## config.mk

```make
export PLATFORM = sky130hd
export DESIGN_NAME = dcf_fifo
export DESIGN_NICKNAME = d
export VERILOG_FILES = /design/src/logic/dcf_pkg.sv /design/src/logic/dcf_fifo.sv
export VERILOG_INCLUDE_DIRS = /design/src /design/src/logic
export SDC_FILE = /design/constraint.sdc
export NUM_CORES = 1
export LEC_CHECK = 0
export BUFFER_PORTS_ARGS = -buffer_cell sky130_fd_sc_hd__buf_2
export CORE_UTILIZATION = 63
export CTS_CLUSTER_DIAMETER = 80
export DETAILED_ROUTE_END_ITERATION = 12
export PLACE_DENSITY = 0.8
export SYNTH_ARGS = -nofsm -noshare
export SYNTH_HDL_FRONTEND = slang
export SYNTH_SLANG_ARGS = --single-unit
```

## constraint.sdc

```tcl
create_clock -name sys_clk -period 8.6 [get_ports sys_clk]
set_input_delay 1.29 -clock sys_clk [delete_from_list [all_inputs] [get_ports sys_clk]]
set_output_delay 1.29 -clock sys_clk [all_outputs]
set_load 0.02 [all_outputs]
```

## src/logic/dcf_consts.svh

```systemverilog
// constants for the 18-bit dual-port fifo with programmable flags
`ifndef DCF_CONSTS_SVH
`define DCF_CONSTS_SVH
`define DCF_WIDTH        18
`define DCF_DEPTH        64
`define DCF_AW           6
`define DCF_HALF         7'h00_20
`define DCF_AE_LSB       0
`define DCF_AF_LSB       9
`define DCF_OFS_W        9
`define DCF_OFS_RESET    18'h0_1008
`define DCF_SYNC_STAGES  2
`endif

```

## src/logic/dcf_pkg.sv

```systemverilog
// types shared by the fifo design
`include "dcf_consts.svh"
package dcf_pkg;
  typedef logic [`DCF_WIDTH-1:0] dcf_word_t;
  typedef logic [`DCF_AW:0]      dcf_ptr_t;
  typedef struct packed {
    logic emptyN;
    logic fullN;
    logic almostEmptyN;
    logic almostFullN;
    logic halfFullN;
  } dcf_flags_t;
  typedef enum logic [1:0] {
    DCF_TOK_IDLE = 2'b01,
    DCF_TOK_HELD = 2'b10
  } dcf_tok_t;
endpackage

```

## src/logic/dcf_fifo.sv

```systemverilog
// 18-bit fifo with programmable almost flags, retransmit and depth-expansion tokens
`timescale 1ns/1ps
`include "dcf_consts.svh"
module dcf_fifo
  import dcf_pkg::*;
(
  input  wire logic                  sys_clk,
  input  wire logic                  rst,
  input  wire logic                  wr_clk,
  input  wire logic                  rd_clk,
  input  wire logic [`DCF_WIDTH-1:0] wr_data,
  input  wire logic                  wr_enable_n,
  input  wire logic                  rd_enable_n,
  input  wire logic                  offset_load_n,
  input  wire logic                  reset_n,
  input  wire logic                  output_drive_n,
  input  wire logic                  flag_sync_select,
  input  wire logic                  first_device_sel_n,
  input  wire logic                  replay_strobe,
  input  wire logic                  cascade_mode,
  input  wire logic                  chain_wr_in,
  input  wire logic                  chain_rd_in,
  output logic      [`DCF_WIDTH-1:0] rd_data,
  output logic                       rd_data_oe,
  output logic                       empty_flag,
  output logic                       full_flag,
  output logic                       almost_empty_n,
  output logic                       almost_full_n,
  output logic                       half_full_or_chain_wr_out,
  output logic                       chain_rd_out
);
  localparam int NIN = 13 + `DCF_WIDTH;

  // every pin but sys_clk and rst passes two flops; data and strobes share latency so they stay aligned
  logic [NIN-1:0] pinRaw;
  logic [NIN-1:0] sync1_q;
  logic [NIN-1:0] sync2_q;
  assign pinRaw = {wr_clk, rd_clk, wr_enable_n, rd_enable_n, offset_load_n, reset_n,
                   output_drive_n, flag_sync_select, first_device_sel_n, replay_strobe,
                   chain_wr_in, chain_rd_in, cascade_mode, wr_data};

  genvar gi;
  generate
    for (gi = 0; gi < NIN; gi++) begin : g_sync
      always_ff @(posedge sys_clk) begin
        sync1_q[gi] <= pinRaw[gi];
        sync2_q[gi] <= sync1_q[gi];
      end
    end
  endgenerate

  logic      wrClkS, rdClkS, wrEnN, rdEnN, loadN, resetNS, oeN, syncSel;
  logic      firstN, replayS, chainWrIn, chainRdIn, cascadeS;
  dcf_word_t wrDataS;
  assign {wrClkS, rdClkS, wrEnN, rdEnN, loadN, resetNS, oeN, syncSel,
          firstN, replayS, chainWrIn, chainRdIn, cascadeS, wrDataS} = sync2_q;

  // edge detection looks only at the second stage and a third history flop
  logic wrClkPrev_q, rdClkPrev_q, replayPrev_q, chainWrPrev_q, chainRdPrev_q;
  always_ff @(posedge sys_clk) begin
    wrClkPrev_q   <= wrClkS;
    rdClkPrev_q   <= rdClkS;
    replayPrev_q  <= replayS;
    chainWrPrev_q <= chainWrIn;
    chainRdPrev_q <= chainRdIn;
  end

  logic wrEdge, rdEdge, clear, replayEdge, chainWrFall, chainRdFall;
  assign wrEdge      = wrClkS & ~wrClkPrev_q;
  assign rdEdge      = rdClkS & ~rdClkPrev_q;
  assign clear       = rst | ~resetNS;
  assign replayEdge  = replayS & ~replayPrev_q & ~cascadeS;
  assign chainWrFall = ~chainWrIn & chainWrPrev_q;
  assign chainRdFall = ~chainRdIn & chainRdPrev_q;

  // storage and pointers all live in the sys_clk domain, so no pointer
  // ever crosses clocks; full_flag and the clocked almost_full_n wait for a write edge, so a retransmit can leave them overstating space
  dcf_word_t mem_q [`DCF_DEPTH];
  dcf_ptr_t  wrPtr_q, wrPtr_d, rdPtr_q, rdPtr_d;
  dcf_ptr_t  count, countNext;
  dcf_word_t offset_q;
  dcf_tok_t  wrTok_q, wrTok_d, rdTok_q, rdTok_d;

  assign count     = wrPtr_q - rdPtr_q;
  assign countNext = wrPtr_d - rdPtr_d;

  logic isEmpty, isFull, wrTokOk, rdTokOk, doWrite, doRead, doLoadWr, doLoadRd;
  assign isEmpty  = (count == '0);
  assign isFull   = (count == dcf_ptr_t'(`DCF_DEPTH));
  assign wrTokOk  = ~cascadeS | (wrTok_q == DCF_TOK_HELD);
  assign rdTokOk  = ~cascadeS | (rdTok_q == DCF_TOK_HELD);
  assign doLoadWr = wrEdge & ~wrEnN & ~loadN;
  assign doLoadRd = rdEdge & ~rdEnN & ~loadN;
  assign doWrite  = wrEdge & ~wrEnN & loadN & ~isFull & wrTokOk;
  assign doRead   = rdEdge & ~rdEnN & loadN & ~isEmpty & rdTokOk;

  assign wrPtr_d = doWrite ? wrPtr_q + 1'b1 : wrPtr_q;
  // rewind goes to location zero; the write pointer is untouched
  assign rdPtr_d = replayEdge ? '0 : (doRead ? rdPtr_q + 1'b1 : rdPtr_q);

  // tokens pass on the write or read of the last location of this device
  logic wrLast, rdLast;
  assign wrLast  = doWrite & (wrPtr_q[`DCF_AW-1:0] == '1);
  assign rdLast  = doRead & (rdPtr_q[`DCF_AW-1:0] == '1);
  assign wrTok_d = wrLast ? DCF_TOK_IDLE : (chainWrFall ? DCF_TOK_HELD : wrTok_q);
  assign rdTok_d = rdLast ? DCF_TOK_IDLE : (chainRdFall ? DCF_TOK_HELD : rdTok_q);

  always_ff @(posedge sys_clk) begin
    if (clear) begin
      wrPtr_q <= '0;
      rdPtr_q <= '0;
    end else begin
      wrPtr_q <= wrPtr_d;
      rdPtr_q <= rdPtr_d;
    end
  end

  // on reset_n the first device in the chain starts with both tokens; rst leaves both idle
  always_ff @(posedge sys_clk) begin
    if (rst) begin
      wrTok_q <= DCF_TOK_IDLE;
      rdTok_q <= DCF_TOK_IDLE;
    end else if (~resetNS) begin
      wrTok_q <= firstN ? DCF_TOK_IDLE : DCF_TOK_HELD;
      rdTok_q <= firstN ? DCF_TOK_IDLE : DCF_TOK_HELD;
    end else begin
      wrTok_q <= wrTok_d;
      rdTok_q <= rdTok_d;
    end
  end

  always_ff @(posedge sys_clk) begin
    if (doWrite) begin
      mem_q[wrPtr_q[`DCF_AW-1:0]] <= wrDataS;
    end
  end

  always_ff @(posedge sys_clk) begin
    if (rst) begin
      offset_q <= `DCF_OFS_RESET;
    end else if (doLoadWr) begin
      offset_q <= wrDataS;
    end
  end

  // read data register; the offset is read back whole
  always_ff @(posedge sys_clk) begin
    if (clear) begin
      rd_data <= '0;
    end else if (doLoadRd) begin
      rd_data <= offset_q;
    end else if (doRead) begin
      rd_data <= mem_q[rdPtr_q[`DCF_AW-1:0]];
    end
  end

  always_ff @(posedge sys_clk) begin
    if (rst) begin
      rd_data_oe <= 1'b0;
    end else begin
      rd_data_oe <= ~oeN;
    end
  end

  // almost thresholds from the offset register fields
  logic [`DCF_OFS_W-1:0] aeOfs, afOfs;
  assign aeOfs = offset_q[`DCF_AE_LSB +: `DCF_OFS_W];
  assign afOfs = offset_q[`DCF_AF_LSB +: `DCF_OFS_W];

  logic aeNow, afNow, aeNext, afNext;
  assign aeNow  = ({2'b00, count} <= aeOfs);
  assign afNow  = ({2'b00, count} + afOfs >= `DCF_OFS_W'(`DCF_DEPTH));
  assign aeNext = ({2'b00, countNext} <= aeOfs);
  assign afNext = ({2'b00, countNext} + afOfs >= `DCF_OFS_W'(`DCF_DEPTH));

  dcf_flags_t flags_q;
  always_ff @(posedge sys_clk) begin
    if (clear) begin
      flags_q <= '{emptyN: 1'b0, fullN: 1'b1, almostEmptyN: 1'b0,
                   almostFullN: 1'b1, halfFullN: 1'b1};
    end else begin
      if (rdEdge | replayEdge) begin
        flags_q.emptyN       <= (countNext != '0);
        flags_q.almostEmptyN <= ~aeNext;
      end
      if (wrEdge) begin
        flags_q.fullN       <= (countNext != dcf_ptr_t'(`DCF_DEPTH));
        flags_q.almostFullN <= ~afNext;
      end
      flags_q.halfFullN <= ~(countNext > `DCF_HALF);
    end
  end

  assign empty_flag     = flags_q.emptyN;
  assign full_flag      = flags_q.fullN;
  // unclocked mode follows the live count with no wait for either clock
  assign almost_empty_n = syncSel ? ~aeNow : flags_q.almostEmptyN;
  assign almost_full_n  = syncSel ? ~afNow : flags_q.almostFullN;

  // token pulses are one sys_clk low after the last location moves
  logic wrPulseN_q, rdPulseN_q;
  always_ff @(posedge sys_clk) begin
    if (clear) begin
      wrPulseN_q <= 1'b1;
      rdPulseN_q <= 1'b1;
    end else begin
      wrPulseN_q <= ~(wrLast & cascadeS);
      rdPulseN_q <= ~(rdLast & cascadeS);
    end
  end

  assign half_full_or_chain_wr_out = cascadeS ? wrPulseN_q
                                                  : flags_q.halfFullN;
  assign chain_rd_out = rdPulseN_q;
endmodule

```

# After elaboration in Yosys (flattened, before gate mapping)
# Memory sizes are Yosys's and may differ from the RTL's. A register that Yosys moved wholly into a read port is not among the register bits.
# Index checks and enable logic that the tools add are counted.
# W data, S select, Z words.
[totals]
latchBits = 0
out_inout_bits = 25
mem_bits_rw = 1152
mem_count = 1
romBits = 0
elab_cells = 166
reg_bits = 129
[op_classes]
n_shift = 0
n_mul = 0
n_reduce_logical = 3
n_lt_le_gt_ge = 5
addsub = 6
bitwise_logic = 44
eq_ne = 8
n_div = 0
n_mux = 18
[memory_table]
columns = ["name", "depth", "width", "read_ports", "rd_ports_with_merged_regs", "write_ports", "line", "rtl"]
rows = [
  ["mem_q", 64, 18, 1, 1, 1, "dcf_fifo.sv:78", "dcf_word_t mem_q [`DCF_DEPTH];"],
]
[ops]
columns = ["op", "n"]
rows = [
  ["$mux W18", 2],
  ["$mux W7", 3],
  ["$and A1 B1 Y1", 20],
  ["$not A1 Y1", 20],
  ["$add A7 B9 Y9", 2],
  ["$ge A9 B7 Y1 const B", 2],
  ["$le A7 B9 Y1", 2],
  ["$add A7 B1 Y7 const B", 2],
  ["$mux W2", 7],
  ["$sub A7 B7 Y7", 2],
  ["$eq A6 B6 Y1 const B", 2],
  ["$eq A7 B7 Y1 const B", 1],
  ["$gt A7 B6 Y1 const B", 1],
  ["$logic_not A7 Y1", 1],
  ["$ne A7 B7 Y1 const B", 1],
  ["$reduce_bool A7 Y1", 1],
  ["$mux W6", 1],
  ["$ne A3 B1 Y1 const B", 2],
  ["$mux W1", 5],
  ["$eq A2 B2 Y1 const B", 2],
  ["$or A1 B1 Y1", 4],
  ["$reduce_bool A2 Y1", 1],
]

# Logic depth before layout (Yosys ltp)
[depth]
depth_word = 12
mapped_depth = 28
depth_no_buf = 25

# Worst setup path before layout
# OpenSTA, ideal clock, no wires.
[synth_path]
path_type = "flip-flop to flip-flop"
start = "reg rdPtr_q[5]"
end = "reg flags_q[1] in the netlist's numbering"
setup_slack_ns = 2.515
required_ns = 8.469
path_stages_with_launch = 29
arrival_ns = 5.953
setup_ns = 0.131
path_cell_list = "dfxtp_1 > inv_1 > clkbuf_1 > clkbuf_1 > ha_1 > and3b_1 > a211oi_2 > o211ai_2 > or4_1 > buf_2 > o21a_1 > clkbuf_1 > buf_2 > xnor2_1 > nor2_1 > ha_1 > fa_1 > nor2b_1 > o21ai_0 > nand2_1 > a21o_1 > a21oi_1 > xnor3_1 > xor2_2 > ha_1 > xor2_1 > nor3b_1 > a311oi_1 > a31oi_1"
[synth_between]
elab_chain_cells = 11
elab_cells_between_ends = 17
[synth_rtl]
columns = ["item", "line", "rtl"]
rows = [
  ["start, declared", "dcf_fifo.sv:79", "dcf_ptr_t wrPtr_q, wrPtr_d, rdPtr_q, rdPtr_d;"],
  ["start signal, assigned", "dcf_fifo.sv:114", "rdPtr_q <= rdPtr_d;"],
  ["$sub A7 B7 Y7", "dcf_fifo.sv:84", "assign count = wrPtr_q - rdPtr_q;"],
  ["$logic_not A7 Y1", "dcf_fifo.sv:88", "assign isEmpty = (count == '0);"],
  ["$not A1 Y1", "dcf_fifo.sv:95", "assign doRead = rdEdge & ~rdEnN & loadN & ~isEmpty & rdTokOk;"],
  ["$and A1 B1 Y1 (2 in series)", "dcf_fifo.sv:95", ""],
  ["$mux W7 (2 in series)", "dcf_fifo.sv:99", "assign rdPtr_d = replayEdge ? '0 : (doRead ? rdPtr_q + 1'b1 : rdPtr_q);"],
  ["via rdPtr_d[0]", "dcf_fifo.sv:79", ""],
  ["$sub A7 B7 Y7", "dcf_fifo.sv:85", "assign countNext = wrPtr_d - rdPtr_d;"],
  ["$add A7 B9 Y9", "dcf_fifo.sv:174", "assign afNext = ({2'b00, countNext} + afOfs >= `DCF_OFS_W'(`DCF_DEPTH));"],
  ["$ge A9 B7 Y1", "dcf_fifo.sv:174", ""],
  ["$not A1 Y1", "dcf_fifo.sv:188", "flags_q.almostFullN <= ~afNext;"],
  ["end signal, assigned", "dcf_fifo.sv:179", "flags_q <= '{emptyN: 1'b0, fullN: 1'b1, almostEmptyN: 1'b0,"],
  ["end, declared", "dcf_fifo.sv:176", "dcf_flags_t flags_q;"],
]
# The timed path passes the listed nets, and every way through them passes these cells.
# A chain may end at the register's enable or synchronous reset.

# Worst setup path after layout
[layout_path]
start = "reg rdPtr_q[0]"
end = "reg flags_q[1] in the netlist's numbering"
[layout_between]
elab_chain_cells = 11
elab_cells_between_ends = 17
[layout_rtl]
columns = ["item", "line"]
rows = [
  ["$sub A7 B7 Y7", "dcf_fifo.sv:84"],
  ["$logic_not A7 Y1", "dcf_fifo.sv:88"],
  ["$not A1 Y1", "dcf_fifo.sv:95"],
  ["$and A1 B1 Y1 (2 in series)", "dcf_fifo.sv:95"],
  ["$mux W7 (2 in series)", "dcf_fifo.sv:99"],
  ["$sub A7 B7 Y7 (*)", "dcf_fifo.sv:85"],
  ["$add A7 B9 Y9 (*)", "dcf_fifo.sv:174"],
  ["$ge A9 B7 Y1 (*)", "dcf_fifo.sv:174"],
  ["$not A1 Y1 (*)", "dcf_fifo.sv:188"],
]
# Mark *: on every way between the ends. The rest lies on a longest branch, timed or not.

==> results.ini <==
[synth]
synth_edf_count = 1152
synthCells = 2250
netlist_top_cells_count = 1152 x edfxtp_1, 378 x mux4_2, 129 x dfxtp_1
synth_cell_types = 62
async_flop_share_pct = 0
syn_area_per_cell_um2 = 21.9
yosys_register_bits = 1281
synth_area_leaders = edfxtp_1 70%, mux4_2 17%, dfxtp_1 5.3%, ha_1 1.1%, nor2_1 0.73%
synth.largest_area_cell = edfxtp_1
yosysMostFrequentCell = edfxtp_1
syn_area_um2 = 49200
synth_top_area_share_pct = 70.3
ys_seq_area_share_pct = 75.6
yosysWarnings = 0
syn-num-nets = 2329
ys.flop_type = edfxtp_1

[global_routing]
grt_max_degree = 74
grt.overflow.total = 0
grt.total_usage_pct = 33.8
grt_pass1_vias = 24830
grt_pass1_wl_mm = 184
antenna_found_initial = 13

[floorplan]
die_x_um = 281
rows = 102
ios = 58
die_y_um = 281
start_util_pct = 63.6
core_um2 = 77300
die_area_um2 = 79200

[routing]
dr_total_vias = 25101
drtAntennaViolNets = 0
vias_per_cell = 7.04
drt_first_pass_iters = 7
routedWlPerCell_um = 36.5
drt_iter0_drc = 3891
drcViolationCount = 0
totalWireLength_mm = 130

[hold_path]
holdPathStages = 0
hold-path-endpoint = sync2_q[17]
hold_path_class = flop to flop
hp-start = sync1_q[17]

[timing]
maxSlewViolCount = 0
rsz0062_at_grt = no
max_freq_mhz = 147
setup_violations = 0
fin_crit_ns = 6.81
hold_ws_ns = 0.321
layout_setup_ws_ns = 1.79
hold_viol_final = 0
slew_headroom_pct = 13.6
period_share_pct = 79.2
tightest_slew_ns = 1.30
setup-tns-final_ns = 0
finClkSkew_ns = 0.0331

[setup_path]
timing.rr.start = rdPtr_q[0]
end_kind = flop
required_ns = 9.15
cp_max_fo = 31
ff2ff_path_depth = 21
critPathKind = flop to flop
r2r_end = flags_q[1]
setup.worst_path.start = rdPtr_q[0]
startpoint_type = flop
r2r_slack_ns = 1.79
critPathArrivalTime_ns = 7.36

[clock_tree]
clk_latency_ns = 0.71
clock_sinks = 1281
h-tree-depth = 3
clk_pin_slew_ns = 0.06
cts_resized = 0
cts_hold_buf = 0
cts_made_buffers = 119
cts_tree = yes
cts_root_buf = clkbuf_16
cts_buffer_depth = 3
post_cts_buffers = 0

[placed_design]
dp_cells = 3333
gp_congestion = 0.942
dp_hpwl_mm = 68.9
postPlaceCellArea_um2 = 51100
port_buffers = 57
pre_cts_slack_ns = 1.85

[finish]
instances_no_fill = 3565
postLayoutCoreUtil_pct = 71.4
finalInstanceArea_um2 = 55200
nNetsFinal = 2493
areaGrowthSynthToFinish_pct = 12.2
drive_gt1_share_pct = 30.6
fillerInstances = 4192

[pwr]
leakagePower_nw = 17.4
peakVddDrop_mv = 0.192
total_power_mw = 12.4
power_density_nw_per_um2 = 225

[job]
maxCapViolations = 0

[run_status]
status = completed

## final cells by class
cell class	count	area (um^2)	area share, %
multi-input cells	830	11500	20.8
clock inverters	84	878	1.59
clock buffers	143	3190	5.78
diodes	5	12.5	0.0227
inverters	28	105	0.190
flip-flops and latches	1281	37200	67.4
repair buffers	154	1010	1.84
well taps	1040	1300	2.36
## worst max-delay path, cell delays in order, from the launching register on
cell and delay (ns):
dfxtp_4 0.80, ha_1 0.29, inv_1 0.06, fa_1 0.41
xor2_1 0.20, or3_1 0.36, or4_1 0.64, o21a_1 0.62
mux2i_1 0.25, or2_2 0.35, ha_1 0.27, nor2b_1 0.13
o21a_1 0.18, o21ai_0 0.23, nand2_1 0.08, o311ai_0 0.68
ha_1 0.38, a21o_1 0.20, xor2_1 0.14, nor3b_1 0.07
a311oi_1 0.21, a31oi_1 0.12
## state kept, by name, summed over array words and instances, names as in the netlist, 2 cells and up
signal / cells
flags_q: 3
mem_q: 1152
offset_q: 18
rdPtr_q: 7
rdTok_q: 2
rd_data: 18
sync1_q: 31
sync2_q: 18
wrPtr_q: 7
wrTok_q: 2
## report_power, final
group / leakage [nW] / switching [mW] / internal [mW]
clock network: 1.97 / 2.36 / 3.08
logic: 4.03 / 0.142 / 0.0257
registers: 11.4 / 0.0119 / 6.79
## placed cells by master, fill, tap and decap left out, types with 18 or more instances in the layout
master        n
dfxtp_1     108
a21oi_1      46
buf_4        97
buf_2        57
clkinv_2     25
nand2_1      65
nor2_1       95
a21o_1       19
clkinv_1     18
mux4_2      378
clkbuf_16   122
inv_1        26
ha_1         42
dfxtp_2      18
edfxtp_1   1152
## worst max-delay path by stage
| stage | endpoint | slack (ns) |
|---|---|---|
| 2_1_floorplan | flags_q[1] | 2.52 |
| 3_3_place_gp | flags_q[1] | 1.84 |
| 3_5_place_dp | flags_q[1] | 1.85 |
| 4_1_cts | flags_q[1] | 1.80 |
| 5_1_grt | flags_q[1] | 1.20 |
| 6_report | flags_q[1] | 1.79 |
## logic make-up (layout without fill, tap and decap cells)
group | Yosys count | in the layout | synth area share, %
other | 0 | 5 | 0
flip-flops | 1281 | 1281 | 75.6
AND/OR/NAND/NOR | 235 | 235 | 2.20
multiplexers | 392 | 392 | 17.6
buffers and inverters | 139 | 409 | 1.08
AO/OA/AOI/OAI | 136 | 136 | 1.85
XOR/XNOR | 21 | 21 | 0.417
adder cells (fa/ha/maj) | 46 | 46 | 1.23
## per-layer routing
metal | global-route usage [%] | share of wire [%] | routed length (um)
met1 | 47.3 | 35 | 45500
met2 | 52.2 | 47 | 61500
met3 | 8.26 | 13 | 16900
met4 | 13.8 | 4.7 | 6110
met5 | 0 | 0.058 | 75
No activity file was read; power rests on OpenSTA's default activity.
